$ cat config.mk
export PLATFORM = sky130hd
export DESIGN_NAME = bfps_core
export DESIGN_NICKNAME = d
export VERILOG_FILES = /design/src/include/bfps_pkg.sv /design/src/bfps_core.sv
export SDC_FILE = /design/constraint.sdc
export NUM_CORES = 1
export LEC_CHECK = 0
export BUFFER_PORTS_ARGS = -buffer_cell sky130_fd_sc_hd__buf_4
export CAP_MARGIN = 10
export CORE_MARGIN = 1.5
export CORE_UTILIZATION = 64
export CTS_BUF_LIST = sky130_fd_sc_hd__clkbuf_8
export CTS_CLUSTER_SIZE = 40
export DETAILED_ROUTE_END_ITERATION = 8
export PLACE_DENSITY = 0.82
export SYNTH_ARGS = -nofsm -noshare
export SYNTH_HDL_FRONTEND = slang
export SYNTH_SLANG_ARGS = --single-unit
$ cat constraint.sdc
create_clock -name clk -period 4.1 [get_ports clk]
set_input_delay 0.82 -clock clk [delete_from_list [all_inputs] [get_ports clk]]
set_output_delay 0.82 -clock clk [all_outputs]
set_load 0.02 [all_outputs]
$ cat src/include/bfps_pkg.sv
// Purpose: shared constants for the backlight fault and power sequencer
// Assumes: 125 MHz core clock
// Notes: fault_status_channel_enable and 02h field layout, timing counts
package bfps_pkg;
	// ****************************************
	// clock and timing
	// ****************************************
	localparam int CLK_MHZ = 125; // core clock rate
	localparam int SOFT_STEP_US = 1000; // 7 steps over 7 ms
	localparam int SOFT_STEP_CYC = SOFT_STEP_US * CLK_MHZ; // cycles per step
	localparam int SHORT_TMO_US = 3000; // short time-out
	localparam int SHORT_TMO_CYC = SHORT_TMO_US * CLK_MHZ; // cycles for short time-out
	localparam int OPEN_TMO_US = 2000; // open time-out, own default
	localparam int OPEN_TMO_CYC = OPEN_TMO_US * CLK_MHZ;
	localparam int OVERCUR_TMO_US = 100; // overcurrent report time-out, own default
	localparam int OVERCUR_TMO_CYC = OVERCUR_TMO_US * CLK_MHZ; // cycles before reporting
	// ****************************************
	// register map
	// ****************************************
	localparam logic [7:0] ADDR_CFG = 8'h02; // configuration register
	localparam logic [7:0] ADDR_STAT = 8'h10; // fault status and channel enable
	localparam int CFG_SHORT_EN_BIT = 4; // short guard enable
	localparam logic [7:0] CFG_RESET = 8'h10; // short guard on by default
	localparam int ST_CH1_EN_BIT = 1; // channel 1 enable
	localparam int ST_CH2_EN_BIT = 2; // channel 2 enable
	localparam int ST_OVERCUR_BIT = 4; // overcurrent flag
	localparam int ST_STRING_BIT = 6; // open or short flag
	localparam int ST_OTP_BIT = 7; // over-temperature flag
	localparam logic [7:0] STAT_RESET = 8'h06; // both channels enabled
	// ****************************************
	// soft start
	// ****************************************
	localparam logic [2:0] ILIM_FIRST = 3'h0; // code 0 = 125 mA
	localparam logic [2:0] ILIM_LAST = 3'h7; // code 7 = 1 A
	// sequencer states
	typedef enum logic [2:0] {
		ST_OFF = 3'b000, // shutdown
		ST_PRECHG = 3'b001, // low current boost, sinks off
		ST_SOFT = 3'b010, // stepping the current limit
		ST_RUN = 3'b011, // normal regulation
		ST_OTP = 3'b100 // latched thermal shutdown
	} bfps_state_t;
endpackage

$ cat src/bfps_core.sv
// Purpose: power sequencing, soft start and fault handling of a two-channel backlight
// Assumes: comparator inputs are asynchronous and pass two flip-flops; register
//          port is a plain byte read/write port from the serial decoder
// Notes: analog loops and dimming decoding live elsewhere
module bfps_core #(
	parameter int SOFT_STEP = bfps_pkg::SOFT_STEP_CYC, // cycles per soft step
	parameter int SHORT_TMO = bfps_pkg::SHORT_TMO_CYC, // short time-out cycles
	parameter int OPEN_TMO = bfps_pkg::OPEN_TMO_CYC, // open time-out cycles
	parameter int OVERCUR_TMO = bfps_pkg::OVERCUR_TMO_CYC // overcurrent report cycles
) (
	input wire logic clk,
	input wire logic reset, // secondary lockout of main supply
	input wire logic main_supply_ok, // main supply above lockout
	input wire logic io_supply_ok, // io supply above lockout
	input wire logic enable_pin,
	input wire logic brightness_nonzero, // from dimming decoder, same clock
	input wire logic over_temp, // thermal comparator
	input wire logic boost_overcurrent_guard, // switch current at limit
	input wire logic boost_output_above_start, // output above 6.8V
	input wire logic boost_output_at_max, // output at 25V
	input wire logic [1:0] led_channel_sink_low, // channel current below target
	input wire logic [1:0] led_channel_sink_at_max, // good channel headroom at 5.5V
	input wire logic [1:0] led_channel_sink_short, // headroom above 4.5V
	input wire logic limit_sufficient, // current limit regulates target
	input wire logic reg_wr,
	input wire logic [7:0] reg_addr,
	input wire logic [7:0] reg_wdata,
	output logic [7:0] reg_rdata,
	output logic boost_switch_en, // boost may switch
	output logic boost_low_current, // precharge mode
	output logic boost_cycle_kill, // end current switching cycle
	output logic boost_raise_output, // push output up during open time-out
	output logic [2:0] boost_current_limit, // code n = 125mA*(n+1)
	output logic [1:0] led_channel_sink_en,
	output logic overvoltage_monitor_en // channel overvoltage monitor
);
	// ****************************************
	// input synchronisers
	// ****************************************
	localparam int NSYNC = 14; // number of async inputs
	logic [NSYNC-1:0] sync1_r; // first stage, read only by second
	logic [NSYNC-1:0] sync2_r; // second stage
	always_ff @(posedge clk) begin
		if (reset) begin
			sync1_r <= '0;
			sync2_r <= '0;
		end else begin
			sync1_r <= {main_supply_ok, io_supply_ok, enable_pin, over_temp,
				boost_overcurrent_guard, boost_output_above_start, boost_output_at_max,
				led_channel_sink_low, led_channel_sink_at_max, led_channel_sink_short,
				limit_sufficient};
			sync2_r <= sync1_r;
		end
	end
	logic main_ok, io_ok, en_ok, otp_s, overcur_s, out_above_start, out_at_max, lim_ok;
	logic [1:0] ch_low, ch_max, ch_short;
	assign {main_ok, io_ok, en_ok, otp_s, overcur_s, out_above_start, out_at_max,
		ch_low, ch_max, ch_short, lim_ok} = sync2_r;

	// ****************************************
	// registers
	// ****************************************
	logic [7:0] cfg_r; // config register 02h
	logic [7:0] stat_r; // status and channel enable 10h
	logic overcur_set, str_set, otp_set; // status set events
	logic [1:0] ch_clr; // channel enable clear events
	// register contents held through lockouts; only reset clears them
	always_ff @(posedge clk) begin
		if (reset) begin
			cfg_r <= bfps_pkg::CFG_RESET;
		end else if (reg_wr && reg_addr == bfps_pkg::ADDR_CFG) begin
			cfg_r <= reg_wdata;
		end
	end
	logic [7:0] stat_nxt; // next status value
	// status next value: hardware set and clear win over a software write
	always_comb begin
		stat_nxt = stat_r;
		if (reg_wr && reg_addr == bfps_pkg::ADDR_STAT) begin
			stat_nxt = reg_wdata;
		end
		if (overcur_set) begin
			stat_nxt[bfps_pkg::ST_OVERCUR_BIT] = 1'b1;
		end
		if (str_set) begin
			stat_nxt[bfps_pkg::ST_STRING_BIT] = 1'b1;
		end
		if (otp_set) begin
			stat_nxt[bfps_pkg::ST_OTP_BIT] = 1'b1;
		end
		if (ch_clr[0]) begin
			stat_nxt[bfps_pkg::ST_CH1_EN_BIT] = 1'b0;
		end
		if (ch_clr[1]) begin
			stat_nxt[bfps_pkg::ST_CH2_EN_BIT] = 1'b0;
		end
	end
	// status register, kept through lockouts
	always_ff @(posedge clk) begin
		if (reset) begin
			stat_r <= bfps_pkg::STAT_RESET;
		end else begin
			stat_r <= stat_nxt;
		end
	end
	// read mux
	always_comb begin
		if (reg_addr == bfps_pkg::ADDR_CFG) begin
			reg_rdata = cfg_r;
		end else if (reg_addr == bfps_pkg::ADDR_STAT) begin
			reg_rdata = stat_r;
		end else begin
			reg_rdata = 8'h00;
		end
	end
	logic short_en;
	assign short_en = cfg_r[bfps_pkg::CFG_SHORT_EN_BIT];
	logic [1:0] ch_en_bits;
	assign ch_en_bits = {stat_r[bfps_pkg::ST_CH2_EN_BIT], stat_r[bfps_pkg::ST_CH1_EN_BIT]};

	// ****************************************
	// sequencer
	// ****************************************
	bfps_pkg::bfps_state_t state_r;
	logic start_ok; // all four start conditions, any order
	assign start_ok = main_ok && io_ok && en_ok && brightness_nonzero;
	logic cyc_lost; // main supply or enable low, unlatches thermal
	assign cyc_lost = !main_ok || !en_ok;
	logic [31:0] step_cnt_r; // soft step timer
	logic step_done;
	assign step_done = step_cnt_r >= 32'(SOFT_STEP - 1);
	logic [2:0] ilim_r;
	always_ff @(posedge clk) begin
		if (reset) begin
			state_r <= bfps_pkg::ST_OFF;
		end else if (otp_s && state_r != bfps_pkg::ST_OTP) begin
			state_r <= bfps_pkg::ST_OTP;
		end else begin
			case (state_r)
				bfps_pkg::ST_OFF: begin
					if (start_ok) begin
						state_r <= bfps_pkg::ST_PRECHG;
					end
				end
				bfps_pkg::ST_PRECHG: begin
					if (!start_ok) begin
						state_r <= bfps_pkg::ST_OFF;
					end else if (out_above_start) begin
						state_r <= bfps_pkg::ST_SOFT;
					end
				end
				bfps_pkg::ST_SOFT: begin
					if (!start_ok) begin
						state_r <= bfps_pkg::ST_OFF;
					end else if (lim_ok || (ilim_r == bfps_pkg::ILIM_LAST && step_done)) begin
						state_r <= bfps_pkg::ST_RUN;
					end
				end
				bfps_pkg::ST_RUN: begin
					if (!start_ok) begin
						state_r <= bfps_pkg::ST_OFF;
					end
				end
				bfps_pkg::ST_OTP: begin
					if (cyc_lost) begin
						state_r <= bfps_pkg::ST_OFF;
					end
				end
				default: begin
					state_r <= bfps_pkg::ST_OFF;
				end
			endcase
		end
	end
	assign otp_set = otp_s && state_r != bfps_pkg::ST_OTP;

	// soft start limit stepping, one code per millisecond
	always_ff @(posedge clk) begin
		if (reset || state_r != bfps_pkg::ST_SOFT) begin
			step_cnt_r <= '0;
			if (reset || state_r != bfps_pkg::ST_RUN) begin
				ilim_r <= bfps_pkg::ILIM_FIRST;
			end
		end else if (step_done) begin
			step_cnt_r <= '0;
			if (ilim_r != bfps_pkg::ILIM_LAST) begin
				ilim_r <= ilim_r + 3'h1;
			end
		end else begin
			step_cnt_r <= step_cnt_r + 32'h1;
		end
	end

	// ****************************************
	// fault timers
	// ****************************************
	logic lit; // sinks may be on
	assign lit = state_r == bfps_pkg::ST_SOFT || state_r == bfps_pkg::ST_RUN;
	logic [31:0] overcur_cnt_r; // overcurrent persistence timer
	// overcurrent must persist in the run state to be reported
	always_ff @(posedge clk) begin
		if (reset || !overcur_s || state_r != bfps_pkg::ST_RUN) begin
			overcur_cnt_r <= '0;
		end else if (overcur_cnt_r != 32'(OVERCUR_TMO)) begin
			overcur_cnt_r <= overcur_cnt_r + 32'h1;
		end
	end
	assign overcur_set = overcur_cnt_r == 32'(OVERCUR_TMO - 1);

	logic [31:0] open_cnt_r [2]; // per-channel open timer
	logic [31:0] short_cnt_r [2]; // per-channel short timer
	logic [1:0] open_hit, short_hit;
	for (genvar i = 0; i < 2; i++) begin : g_ch
		always_ff @(posedge clk) begin
			if (reset || !lit || !ch_en_bits[i] || !ch_low[i]) begin
				open_cnt_r[i] <= '0;
			end else if (open_cnt_r[i] != 32'(OPEN_TMO)) begin
				open_cnt_r[i] <= open_cnt_r[i] + 32'h1;
			end
		end
		always_ff @(posedge clk) begin
			if (reset || !lit || !short_en || !ch_en_bits[i] || !ch_short[i]) begin
				short_cnt_r[i] <= '0;
			end else if (short_cnt_r[i] != 32'(SHORT_TMO)) begin
				short_cnt_r[i] <= short_cnt_r[i] + 32'h1;
			end
		end
		assign open_hit[i] = open_cnt_r[i] == 32'(OPEN_TMO - 1);
		assign short_hit[i] = short_cnt_r[i] == 32'(SHORT_TMO - 1);
	end
	// open clears its own channel, short clears the normal one
	assign ch_clr = open_hit | {short_hit[0], short_hit[1]};
	assign str_set = |open_hit || |short_hit;

	// ****************************************
	// outputs
	// ****************************************
	logic [1:0] open_pend; // open timer running
	assign open_pend = {open_cnt_r[1] != 32'h0, open_cnt_r[0] != 32'h0};
	always_ff @(posedge clk) begin
		if (reset) begin
			boost_switch_en <= 1'b0;
			boost_low_current <= 1'b0;
			boost_cycle_kill <= 1'b0;
			boost_raise_output <= 1'b0;
			boost_current_limit <= bfps_pkg::ILIM_FIRST;
			led_channel_sink_en <= 2'b00;
			overvoltage_monitor_en <= 1'b0;
		end else begin
			boost_switch_en <= state_r != bfps_pkg::ST_OFF && state_r != bfps_pkg::ST_OTP
				&& !otp_s && io_ok && main_ok;
			boost_low_current <= state_r == bfps_pkg::ST_PRECHG;
			boost_cycle_kill <= overcur_s;
			// climb until 25V or good channel at 5.5V
			boost_raise_output <= |open_pend && !out_at_max && !(|(ch_max & ~ch_low));
			boost_current_limit <= ilim_r;
			led_channel_sink_en <= (lit && !otp_s && io_ok) ? (ch_en_bits & ~ch_clr) : 2'b00;
			overvoltage_monitor_en <= !short_en;
		end
	end

	// ****************************************
	// assertions
	// ****************************************
	property p_otp_off;
		@(posedge clk) disable iff (reset) otp_s |=> !boost_switch_en && led_channel_sink_en == 2'b00;
	endproperty
	a_otp_off: assert property (p_otp_off) else $error("thermal did not stop");
	property p_otp_flag;
		@(posedge clk) disable iff (reset) otp_set |=> stat_r[bfps_pkg::ST_OTP_BIT];
	endproperty
	a_otp_flag: assert property (p_otp_flag) else $error("thermal flag missing");
	property p_io_off;
		@(posedge clk) disable iff (reset) !io_ok |=> !boost_switch_en && led_channel_sink_en == 2'b00;
	endproperty
	a_io_off: assert property (p_io_off) else $error("io lockout ignored");
	property p_start;
		@(posedge clk) disable iff (reset) (state_r == bfps_pkg::ST_OFF && !start_ok) |=> state_r != bfps_pkg::ST_PRECHG;
	endproperty
	a_start: assert property (p_start) else $error("started without all conditions");
	property p_lost;
		@(posedge clk) disable iff (reset) (lit && !start_ok && !otp_s) |=> state_r == bfps_pkg::ST_OFF;
	endproperty
	a_lost: assert property (p_lost) else $error("no power off");
	property p_pre;
		@(posedge clk) disable iff (reset) state_r == bfps_pkg::ST_PRECHG |=> led_channel_sink_en == 2'b00;
	endproperty
	a_pre: assert property (p_pre) else $error("sinks on in precharge");
	property p_step;
		@(posedge clk) disable iff (reset) (state_r == bfps_pkg::ST_SOFT && step_done && ilim_r != bfps_pkg::ILIM_LAST) |=> ilim_r == $past(ilim_r) + 3'h1;
	endproperty
	a_step: assert property (p_step) else $error("soft step missed");
	property p_overcur_soft;
		@(posedge clk) disable iff (reset) state_r == bfps_pkg::ST_SOFT |-> !overcur_set;
	endproperty
	a_overcur_soft: assert property (p_overcur_soft) else $error("overcurrent in soft start");
	property p_ovm;
		@(posedge clk) disable iff (reset) !short_en |=> overvoltage_monitor_en && short_cnt_r[0] == 32'h0;
	endproperty
	a_ovm: assert property (p_ovm) else $error("monitor swap wrong");
	c_run: cover property (@(posedge clk) state_r == bfps_pkg::ST_RUN);
	c_otp: cover property (@(posedge clk) state_r == bfps_pkg::ST_OTP);
	c_str: cover property (@(posedge clk) str_set);
endmodule

==> summary.md, run 1 <==
| Metric | Value |
|---|---|
| Outcome | `complete, no violations` |
| FF+latch area | `6360 um^2` |
| Achievable clock frequency | `294 MHz` |
| Gr usage total | `25.4%` |
| WHS Path Cells | `1` |
| Most used DFF post-synth | `edfxtp_1` |
| GR Overflow Total | `0` |
| Number of flops mapped to enable cells by yosys | `131` |
| WP buf/inv | `3` |
| Fillcell total | `1302` |
| Design Area, Final | `13500 um^2` |
| Setup tns final | `0 ns` |
| Top Ports | `52` |
| Clk sinks | `252` |
| Largest net degree at the start of global routing | `53` |
| Die footprint | `19600 um^2` |
| Core ar. | `18200 um^2` |
| Drt drc | `0` |
| First-pass GRT wire length | `41200 um` |
| DIE HEIGHT | `140 um` |
| Reg-to-Reg Start | `open_cnt_r[0][24]` |
| Mapped Cells | `1226` |
| Routed wl met3 | `1240 um` |
| Least-Margin Pin Slew | `0.968 ns` |
| Pwr/cell area | `362 nW/um^2` |
| Multi-input logic area | `5370 um^2` |
| CP top delay family | `simple AND/OR/NAND/NOR gates` |
| CP Class | `primary input to output port` |
| Synth Register Bits | `252` |
| Final #Nets | `1344` |
| Worst setup EP type | `output port` |
| Routed vias/inst | `5.82` |
| Routed Antenna Nets | `0` |
| Final setup violation count | `0` |
| RSZ-0062 raised after global routing | `no` |
| Post-CTS resize count | `0` |
| Fin. Hold Viols | `0` |
| CP arrival | `2.59 ns` |
| Placed inst area | `12600 um^2` |
| Initial Util | `66.0%` |
| Worst path required time | `3.28 ns` |
| Antenna violations before repair | `1` |
| CP Launch Type | `primary input` |
| Worst-path cell chain | `buf_4 > or4_1 > nor4_4 > buf_4 > a22o_1 > buf_4` |
| 1st-pass router iterations | `5` |
| Area delta synth->final | `12.1%` |
| Flop2flop setup slack | `1.13 ns` |
| Sequential share of the synthesized area | `52.9%` |
| Post-synthesis cell area | `12000 um^2` |
| Vias in the first global route | `8638` |
| Post-Route WL | `24300 um` |
| Final GP Congestion | `0.830` |
| Most area-consuming cells after synthesis | `edfxtp_1 33%, dfxtp_1 20%, xnor2_1 7.0%` |
| Cell taking the most area after synthesis | `edfxtp_1` |
| Worst r2r path cells | `6` |
| Post-CTS Setup Bufs | `0` |
| Syn. warnings | `0` |
| Top layer in use | `met4` |
| Post-DP HPWL | `16300 um` |
| CTS Hold Bufs | `0` |
| Share of layout cells above drive strength 1 | `10.6%` |
| HP Class | `flip-flop to flip-flop` |
| Average cell area after synthesis | `9.80 um^2` |
| Maximum VDD drop | `390 uV` |
| Total power | `4880 uW` |
| Clock slew at reported path FFs | `0.06 ns` |
| Unique masters post-synth | `57` |
| Period utilization | `83.1%` |
| Wire per inst | `15.6 um` |
| Port buffer count | `51` |
| Lkg Pwr | `0.00456 uW` |
| Worst Hold Launch | `sync1_r[12]` |
| Fin. max-slew vios | `0` |
| Total CTS buffers | `41` |
| WHS Endpoint | `sync2_r[12]` |
| FP Rows | `49` |
| Via count | `9072` |
| H-Tree Level Count | `2` |
| Metal1 wirelength | `10900 um` |
| 1st-iter DRT viols | `661` |
| Worst reg2reg endpoint | `open_cnt_r[0][25]` |
| Crit-path max cell delay | `0.60 ns` |
| Slowest cell on crit path | `or4_1` |
| Die span in x | `140 um` |
| DR WL met2 | `11700 um` |
| TritonCTS clock tree | `built` |
| Crit-path max FO | `9` |
| CTS root buf | `clkbuf_8` |
| Longest Clk Path Bufs | `3` |
| CP most frequent cell | `buf_4` |
| Post-synth ARST share | `0%` |
| Clock latency at the later pin of the worst-skew pair | `0.55 ns` |
| Top cell type's share of synthesized area | `32.8%` |
| Final min period | `3.41 ns` |
| Maximum capacitance violations | `0` |
| Clock skew | `0.0161 ns` |
| Max_slew headroom | `34.9%` |
cell usage in the layout (no fill, tap or decap), types with 6 or more instances in the layout:
cell and instances:
nor2_1 192, edfxtp_1 131, dfxtp_1 121, xnor2_1 96
nand2_1 81, nand3_1 79, buf_4 62, inv_1 60
nor4_1 56, xor2_1 47, clkbuf_8 47, nor3_1 44
nand4_1 43, nor2b_1 36, a21oi_1 36, and3_1 21
and4_1 16, conb_1 15, or3_1 13, ha_1 13
or4_1 11, and2_1 11, o21ai_0 10, a22o_1 8
nor4b_1 7, o31ai_1 7, nand2b_1 6
metrics by stage:
| step | cells | hold slack (ns) | util (%) | setup slack (ns) |
|---|---|---|---|---|
| after floorplan | 1240 | 0.414 | - | 0.793 |
| after global placement | 1483 | 0.416 | 69.4 | 0.761 |
| after detailed placement | 1483 | 0.424 | 69.4 | 0.706 |
| after CTS | 1557 | 0.432 | 74.0 | 0.711 |
| after global routing | 1558 | 0.453 | 74.0 | 0.626 |
| final | 1558 | 0.434 | 74.0 | 0.694 |
cell type report:
class	instances	area share, %
antenna	1	0.0186
clock buffer	47	4.80
clock inverter	27	1.31
inverter	44	1.23
multi-input combinational	896	39.9
sequential	252	47.2
tap	229	2.13
timing repair buffer	62	3.46
state kept, by name, summed over array words and instances, names as in the netlist:
register	cells
open_cnt_r	64
short_cnt_r	64
overcur_cnt_r	32
step_cnt_r	32
sync1_r	14
sync2_r	14
cfg_r	8
stat_r	8
boost_current_limit	3
ilim_r	3
state_r	3
led_channel_sink_en	2
boost_cycle_kill	1
boost_low_current	1
boost_raise_output	1
boost_switch_en	1
overvoltage_monitor_en	1
synth_stat cells (10+ instances only):
cell type    n
nor2_1     192
nand3_1     79
nor4_1      56
dfxtp_1    121
nand4_1     43
and4_1      16
o21ai_0     10
or4_1       11
xnor2_1     96
ha_1        13
a21oi_1     36
xor2_1      47
nor3_1      44
edfxtp_1   131
nor2b_1     36
and3_1      21
clkbuf_1    41
nand2_1     81
inv_1       44
or3_1       13
and2_1      11
worst max path at each step:
| stage | start | endpoint | slack (ns) | cells past startpoint |
|---|---|---|---|---|
| floorplan | reg_addr[0] | reg_rdata[5] | 0.79 | 4 |
| global placement | reg_addr[0] | reg_rdata[0] | 0.76 | 6 |
| detailed placement | reg_addr[0] | reg_rdata[3] | 0.71 | 6 |
| CTS | reg_addr[0] | reg_rdata[3] | 0.71 | 6 |
| global route | reg_addr[0] | reg_rdata[3] | 0.63 | 6 |
| finish | reg_addr[0] | reg_rdata[3] | 0.69 | 6 |
where the power goes:
group	switching, uW	internal (uW)
Clock	982	1180
Combinational	28.7	31.1
Sequential	6.90	2650
Total	1020	3860
metal layers:
| metal | vias up | global-route usage (%) |
|---|---|---|
| met2 | 230 | 41.3 |
| met3 | 39 | 4.51 |
| met5 | - | 0 |
| met1 | 4321 | 35.2 |
| li1 | 4482 | - |
| met4 | 0 | 7.37 |
logic make-up (layout without fill, tap and decap cells):
logic type | Yosys count | after routing | synth area share (%)
AOI/OAI and AO/OA | 79 | 79 | 4.15
other | 1 | 16 | 0.0312
and+or+nand+nor | 640 | 640 | 27.7
xor gates and xnor gates | 143 | 143 | 10.4
DFF | 252 | 252 | 52.9
buffers and inverters | 92 | 180 | 2.95
adders and majority gates | 13 | 13 | 1.35
muxes | 6 | 6 | 0.510
Note: power is estimated with default switching activity, not from simulation.
==> run 2: changes to the inputs <==
ABC_AREA = 1   (was default)
CORE_UTILIZATION = 65   (was 64)
PLACE_DENSITY = 0.83   (was 0.82)
clock period = 3.2 ns   (was 4.1 ns; I/O delays follow)
==> run 2 against run 1 <==
Against the previous run:
- global-route usage grew 1.6 points
- setup slack lost 0.11 ns
- sequential share of layout area shrank 4.9 points
- critical path depth grew 2
- highest routed layer unchanged
- critical path type is now flip-flop to flip-flop
- via count grew 27%
==> summary.md, run 2 <==
| Metric | Value |
|---|---|
| Outcome | `complete, no violations (unchanged)` |
| CP most frequent cell | `nand3_1 (was buf_4)` |
| Largest family of logic cells by synthesized area | `simple AND/OR/NAND/NOR gates (unchanged)` |
| TritonCTS clock tree | `built (unchanged)` |
| Mapped Cells | `1702 (was 1226)` |
| Final #Nets | `1843 (was 1344)` |
| Post-CTS resize count | `0 (unchanged)` |
| Post-DP HPWL | `20700 um (was 16300 um)` |
| Cell taking the most area after synthesis | `edfxtp_1 (unchanged)` |
| Largest net degree at the start of global routing | `43 (was 53)` |
| Average cell area after synthesis | `7.90 um^2 (was 9.80 um^2)` |
| Achievable clock frequency | `382 MHz` |
| Worst reg2reg endpoint | `short_cnt_r[1][19] (was open_cnt_r[0][25])` |
| Clock skew | `0.0259 ns (was 0.0161 ns)` |
| Multiplexer share of the synthesized area | `0% (was 0.510%)` |
| Via count | `11500 (was 9072)` |
| Syn. warnings | `0 (unchanged)` |
| Most area-consuming cells after synthesis | `edfxtp_1 29%, dfxtp_1 18%, nor2_1 8.1% (was edfxtp_1 33%, dfxtp_1 20%, xnor2_1 7.0%)` |
| Most used DFF post-synth | `edfxtp_1 (unchanged)` |
| DIE HEIGHT | `147 um (was 140 um)` |
| Antenna violations before repair | `0 (was 1)` |
| Post-synth ARST share | `0% (unchanged)` |
| Placed Cells | `2023 (was 1483)` |
| Sequential share of the synthesized area | `47.2% (was 52.9%)` |
| 1st-iter DRT viols | `805 (was 661)` |
| WP buf/inv | `1 (was 3)` |
| Wire per inst | `13.7 um (was 15.6 um)` |
| Fillcell total | `1517 (was 1302)` |
| Final GP Congestion | `0.945 (was 0.830)` |
| CP Launch Type | `flip-flop (was primary input)` |
| Post-Route WL | `28700 um (was 24300 um)` |
| Unique masters post-synth | `52 (was 57)` |
| Synth Register Bits | `252 (unchanged)` |
| Biggest regs | `open_cnt_r x64, short_cnt_r x64 (unchanged)` |
| Least-Margin Pin Slew | `1.16 ns (was 0.968 ns)` |
| Maximum VDD drop | `533 uV (was 390 uV)` |
| Post-synthesis cell area | `13500 um^2 (was 12000 um^2)` |
| Flop2flop setup slack | `0.58 ns (was 1.13 ns)` |
| GR Overflow Total | `0 (unchanged)` |
| Longest Clk Path Bufs | `3 (unchanged)` |
| FF+latch area | `6360 um^2 (unchanged)` |
| Drt drc | `0 (unchanged)` |
| Core ar. | `20300 um^2 (was 18200 um^2)` |
| Max_slew headroom | `22.6% (was 34.9%)` |
| Clock latency at the later pin of the worst-skew pair | `0.56 ns (was 0.55 ns)` |
| CP arrival | `2.92 ns (was 2.59 ns)` |
| Worst setup EP type | `flip-flop (was output port)` |
| Commonest cells after routing, fill and taps aside | `291 x nor2_1, 274 x inv_1, 268 x nand2_1 (was 192 x nor2_1, 131 x edfxtp_1, 121 x dfxtp_1)` |
| Worst path required time | `3.50 ns (was 3.28 ns)` |
| N_diodes | `0 (was 1)` |
| Slowest cell on crit path | `o21ai_2 (was or4_1)` |
| Period utilization | `81.9%` |
| Share of layout cells above drive strength 1 | `11.5% (was 10.6%)` |
| Total power | `6590 uW (was 4880 uW)` |
| Maximum capacitance violations | `0 (unchanged)` |
| WHS Path Cells | `3 (was 1)` |
| H-Tree Level Count | `2 (unchanged)` |
| Top cell type's share of synthesized area | `29.2% (was 32.8%)` |
| Routed Antenna Nets | `0 (unchanged)` |
| Multi-input logic area | `5990 um^2 (was 5370 um^2)` |
| Final min period | `2.62 ns` |
| Crit-path max cell delay | `0.91 ns (was 0.60 ns)` |
| Worst Setup Slack post-DPL | `0.639 ns (was 0.706 ns)` |
| Fin. Hold Viols | `0 (unchanged)` |
| 1st-pass router iterations | `8 (was 5)` |
| Die span in x | `147 um (was 140 um)` |
| Fin worst setup slack | `0.581 ns (was 0.694 ns)` |
| Top Ports | `52 (unchanged)` |
| Area delta synth->final | `11.7% (was 12.1%)` |
| Clock slew at reported path FFs | `0.07 ns (was 0.06 ns)` |
| Most common cell in the netlist | `nor2_1 (unchanged)` |
| Gr usage total | `27.0% (was 25.4%)` |
| Total CTS buffers | `41 (unchanged)` |
| Initial Util | `66.3% (was 66.0%)` |
| Synth Area in Compound Gates | `7.00% (was 4.15%)` |
| Port buffer count | `51 (unchanged)` |
| Number of flops mapped to enable cells by yosys | `131 (unchanged)` |
| WHS Endpoint | `sync1_r[12] (was sync2_r[12])` |
| Routed vias/inst | `5.47 (was 5.82)` |
| RSZ-0062 raised after global routing | `no (unchanged)` |
| Reg-to-Reg Start | `short_cnt_r[1][9] (was open_cnt_r[0][24])` |
| XOR/XNOR share of the synthesized area | `3.06% (was 10.4%)` |
| Worst Hold Launch | `io_supply_ok (was sync1_r[12])` |
| CP Class | `flip-flop to flip-flop (was primary input to output port)` |
| First-pass GRT wire length | `48800 um (was 41200 um)` |
| HP Class | `primary input to flip-flop (was flip-flop to flip-flop)` |
| Pwr/cell area | `439 nW/um^2 (was 362 nW/um^2)` |
| FP Rows | `52 (was 49)` |
| Final setup violation count | `0 (unchanged)` |
| Die footprint | `21600 um^2 (was 19600 um^2)` |
| Worst r2r path cells | `8 (was 6)` |
| Crit-path max FO | `27 (was 9)` |
| Adder-cell area share of the yosys netlist | `1.21% (was 1.35%)` |
| Most common cell after layout, fill and taps aside | `nor2_1 (unchanged)` |
| Vias in the first global route | `10900 (was 8638)` |
| Worst-path cell chain | `nor2_1 > nand3_1 > nor3_2 > nand3_1 > o21ai_2 > inv_2 > o21ai_0 > a31oi_1 (was buf_4 > or4_1 > nor4_4 > buf_4 > a22o_1 > buf_4)` |
| Final core utilization | `74.0% (about the same)` |
| CP top delay family | `compound AO/OA/AOI/OAI gates (was simple AND/OR/NAND/NOR gates)` |
| Lkg Pwr | `0.00567 uW (was 0.00456 uW)` |
| CTS Hold Bufs | `0 (unchanged)` |
| Setup tns final | `0 ns (unchanged)` |
| Fin. max-slew vios | `0 (unchanged)` |
| CTS root buf | `clkbuf_8 (unchanged)` |
| Clk sinks | `252 (unchanged)` |
| Post-CTS Setup Bufs | `0 (unchanged)` |
| Commonest cells post-synth | `291 x nor2_1, 268 x nand2_1, 266 x inv_1, 131 x edfxtp_1, 121 x dfxtp_1 (was 192 x nor2_1, 131 x edfxtp_1, 121 x dfxtp_1, 96 x xnor2_1, 81 x nand2_1)` |
| Layout Cells excl Fill | `2098 (was 1558)` |
| Post-Synth Simple-Gate Area | `32.9% (was 27.7%)` |
==> run 2: cell types whose count changed in the layout (fill, tap and decap cells not counted), moves of 44 or more <==
cell / previous run / this run
o21ai_0: 10 / 54
a21oi_1: 36 / 85
inv_1: 60 / 274
xnor2_1: 96 / 10
nor2_1: 192 / 291
nand2_1: 81 / 268
==> run 2: cell type report <==
class | instances | area share (%)
clock buffers | 45 | 4.12
multi-input cells | 1168 | 39.9
well taps | 270 | 2.25
clock inverters | 30 | 1.57
repair buffers | 59 | 3.03
flip-flops and latches | 252 | 42.3
inverters | 274 | 6.84
==> run 2: how the worst max path moves through the flow <==
stage / start / end / slack (ns) / depth (start not counted)
2_1_floorplan: reset / open_cnt_r[0][0] / 0.70 / 5
3_3_place_gp: reset / ilim_r[2] / 0.71 / 7
3_5_place_dp: short_cnt_r[1][9] / short_cnt_r[1][10] / 0.64 / 8
4_1_cts: short_cnt_r[1][9] / short_cnt_r[1][19] / 0.59 / 8
5_1_grt: short_cnt_r[1][9] / short_cnt_r[1][19] / 0.33 / 8
6_report: short_cnt_r[1][9] / short_cnt_r[1][19] / 0.58 / 8
==> run 2: metal layers <==
metal / share of wire, % / track usage [%] / up-vias
met5: 0 / 0 / -
met4: 2.7 / 10.5 / 0
met3: 6.7 / 5.09 / 65
met2: 46 / 43.9 / 413
met1: 44 / 35.9 / 5215
li1: - / - / 5790
==> run 2: cells by family after synthesis <==
| logic type | Yosys count |
|---|---|
| AND/OR/NAND/NOR | 921 |
| buffers and inverters | 296 |
| flip-flops | 252 |
| AO/OA/AOI/OAI | 172 |
| XOR/XNOR | 47 |
| adder cells (fa/ha/maj) | 13 |
| other | 1 |
==> run 2: metrics by stage <==
stage	hold WS (ns)	instance area (um^2)
detailed placement	0.396	14200
floorplan	0.388	13500
global placement	0.392	14200
global route	0.262	15000
CTS	0.242	15000
finish	0.279	15000
==> run 2: report_power, final <==
group	total, uW	internal (uW)	switching (uW)
combinational	243	88.2	154
clock	2900	1570	1330
sequential	3450	3420	28.6
==> run 2: worst min-delay path: stages <==
cell,delay (ns)
buf_4,0.07
inv_1,0.03
nor2_1,0.06
==> run 3: changes to the inputs <==
ABC_AREA = 0   (was 1)
CORE_UTILIZATION = 58   (was 65)
PLACE_DENSITY = 0.79   (was 0.83)
clock period = 2.2 ns   (was 3.2 ns; I/O delays follow)
==> run 3 against run 2 <==
Against the previous run:
- the flow now finishes with violations (setup timing)
- utilization is 0.81 points lower
- first-iteration DRC count fell by 39%
- cell area down 1.1%
- die area hardly changed
- cell count is 19% lower
- largest cell class unchanged
==> summary.md, run 3 (synthesized netlist as in run 1, its figures left out) <==
| Metric | Value |
|---|---|
| Least-Margin Pin Slew | `0.514 ns (was 1.16 ns)` |
| Post-Route WL | `27000 um (was 28700 um)` |
| Flop pwr share | `54.7% (was 52.3%)` |
| Share of layout cells above drive strength 1 | `20.0% (was 11.5%)` |
| Fin. max-slew vios | `0 (unchanged)` |
| CP Launch Type | `flip-flop (unchanged)` |
| Largest net degree at the start of global routing | `52 (was 43)` |
| Clock skew | `0.0184 ns (was 0.0259 ns)` |
| First-pass GRT wire length | `44600 um (was 48800 um)` |
| Vias in the first global route | `9305 (was 10900)` |
| Maximum VDD drop | `534 uV (was 533 uV)` |
| CP top delay family | `simple AND/OR/NAND/NOR gates (was compound AO/OA/AOI/OAI gates)` |
| Wire per inst | `15.8 um (was 13.7 um)` |
| Worst-path cell chain | `nor4_2 > nand4_1 > or4b_4 > buf_6 > nor2_4 > nand2_4 > bufbuf_16 (was nor2_1 > nand3_1 > nor3_2 > nand3_1 > o21ai_2 > inv_2 > o21ai_0 > a31oi_1)` |
| P_int | `7130 uW (was 5080 uW)` |
| Core ar. | `20300 um^2 (unchanged)` |
| CP arrival | `2.68 ns (was 2.92 ns)` |
| 1st-iter DRT viols | `491 (was 805)` |
| Initial Util | `59.2% (was 66.3%)` |
| Clk sinks | `252 (unchanged)` |
| Drt drc | `0 (unchanged)` |
| RSZ-0062 raised after global routing | `yes (was no)` |
| Sw Pwr | `1920 uW (was 1510 uW)` |
| Worst path required time | `2.51 ns (was 3.50 ns)` |
| Total power | `9050 uW (was 6590 uW)` |
| Setup tns final | `-7.05 ns (was 0 ns)` |
| Worst Setup Slack post-DPL | `-0.240 ns (was 0.639 ns)` |
| Most common cell after layout, fill and taps aside | `nor2_1 (unchanged)` |
| Die footprint | `21600 um^2 (about the same)` |
| HP Class | `primary input to flip-flop (unchanged)` |
| Max_slew headroom | `65.6% (was 22.6%)` |
| Pwr/cell area | `609 nW/um^2 (was 439 nW/um^2)` |
| Clock latency at the later pin of the worst-skew pair | `0.54 ns (was 0.56 ns)` |
| Routed Antenna Nets | `0 (unchanged)` |
| WHS | `0.101 ns (was 0.279 ns)` |
| N_diodes | `0 (unchanged)` |
| Final #Nets | `1448 (was 1843)` |
| Period utilization | `108% (was 81.9%)` |
| CP Class | `flip-flop to flip-flop (unchanged)` |
| GR Overflow Total | `0 (unchanged)` |
| Clock slew at reported path FFs | `0.06 ns (was 0.07 ns)` |
| WP buf/inv | `2 (was 1)` |
| Gate power share | `1.3% (was 3.7%)` |
| Failing checks | `setup timing` |
| FP Rows | `52 (unchanged)` |
| Crit-path max cell delay | `0.55 ns (was 0.91 ns)` |
| Final setup violation count | `72 (was 0)` |
| Final min period | `2.37 ns (was 2.62 ns)` |
| Gr usage total | `25.0% (was 27.0%)` |
| Total CTS buffers | `42 (was 41)` |
| TritonCTS clock tree | `built (unchanged)` |
| CTS root buf | `clkbuf_8 (unchanged)` |
| 1st-pass router iterations | `4 (was 8)` |
| Crit-path max FO | `7 (was 27)` |
| Final GP Congestion | `0.841 (was 0.945)` |
| Post-DP HPWL | `17400 um (was 20700 um)` |
| Commonest cells after routing, fill and taps aside | `178 x nor2_1, 131 x edfxtp_1, 131 x buf_4 (was 291 x nor2_1, 274 x inv_1, 268 x nand2_1)` |
| Lkg Pwr | `0.00531 uW (was 0.00567 uW)` |
| Top Ports | `52 (unchanged)` |
| Biggest regs | `open_cnt_r x64, short_cnt_r x64 (unchanged)` |
| CTS Hold Bufs | `0 (unchanged)` |
| Fin. Hold Viols | `0 (unchanged)` |
| Placed Cells | `1606 (was 2023)` |
| Outcome | `finished, violations left (was complete, no violations)` |
| Slowest cell on crit path | `or4b_4 (was o21ai_2)` |
| Antenna violations before repair | `1 (was 0)` |
| Fin worst setup slack | `-0.173 ns (was 0.581 ns)` |
| Longest Clk Path Bufs | `3 (unchanged)` |
| Via count | `9599 (was 11500)` |
| DIE HEIGHT | `147 um (about the same)` |
| Routed vias/inst | `5.64 (was 5.47)` |
| Switching Share | `21.2% (was 23.0%)` |
| Clock share of power | `44.0% (about the same)` |
| Achievable clock frequency | `421 MHz (was 382 MHz)` |
| Maximum capacitance violations | `0 (unchanged)` |
| Port buffer count | `51 (unchanged)` |
| Worst setup EP type | `flip-flop (unchanged)` |
| H-Tree Level Count | `2 (unchanged)` |
| Die span in x | `147 um (about the same)` |
| Layout Cells excl Fill | `1702 (was 2098)` |
| Area delta synth->final | `23.7% (was 11.7%)` |
==> run 3: cell types whose count changed in the layout (fill, tap and decap cells not counted), moves of 17 or more <==
cell / delta
a21oi_1: -53
and3_1: +17
buf_4: +73
buf_6: +19
inv_1: -217
nand2_1: -190
nor2_1: -113
nor2b_1: +36
nor3_1: -43
nor4_1: +25
o21ai_0: -44
xnor2_1: +86
==> run 3: metal layers <==
metal	share of wire (%)	global-route usage (%)	vias up	routed length, um
li1	-	-	4707	-
met1	43	32.1	4580	11600
met2	50	42.4	240	13400
met3	4.7	4.25	70	1250
met4	2.8	10.1	2	752
met5	0.048	0	-	13
==> run 3: what timing repair did <==
item,CTS,global route
pin swaps,15,12
setup buffers,14,5
gates cloned,7,0
endpoints found under the setup margin,94,213
gates resized for setup,42,37
==> run 3: per-stage QoR <==
| step | cell area (um^2) | utilization (%) |
|---|---|---|
| finish | 14900 | 73.2 |
| global route | 14900 | 73.2 |
| CTS | 14800 | 72.9 |
| detailed placement | 13500 | 66.7 |
| global placement | 13500 | 66.7 |
| floorplan | 12200 | - |
==> run 3: final timing paths <==
path	startpoint	end	slack (ns)	depth (start not counted)
setup reg to reg	open_cnt_r[0][26]	open_cnt_r[0][5]	-0.17	7
setup / recovery	open_cnt_r[0][26]	open_cnt_r[0][5]	-0.17	7
hold reg to reg	sync1_r[12]	sync2_r[12]	0.44	1
hold / removal	boost_output_at_max	sync1_r[7]	0.10	2
==> run 3: power groups by stage <==
| stage | combinational [uW] | sequential (uW) | clock [uW] |
|---|---|---|---|
| after global placement | 109 | 5050 | 0 |
| final | 116 | 4950 | 3980 |
| after CTS | 116 | 4950 | 4040 |
| after detailed placement | 111 | 5050 | 0 |
| after global routing | 126 | 4950 | 4250 |
| after floorplan | 46.4 | 5050 | 0 |
==> run 3: layout make-up <==
type	count	area [um^2]
Clock buffer	45	619
Clock inverter	30	181
Fill cell	1436	5440
Inverter	44	165
Multi-Input combinational cell	896	5670
Sequential cell	252	6360
Tap cell	270	338
Timing Repair Buffer	165	1530
==> run 3: worst reg2reg max path, cell delays in order (launching register included) <==
cell	delay (ns)
edfxtp_1	0.41
nor4_2	0.34
nand4_1	0.21
or4b_4	0.55
buf_6	0.15
nor2_4	0.09
nand2_4	0.10
bufbuf_16	0.29
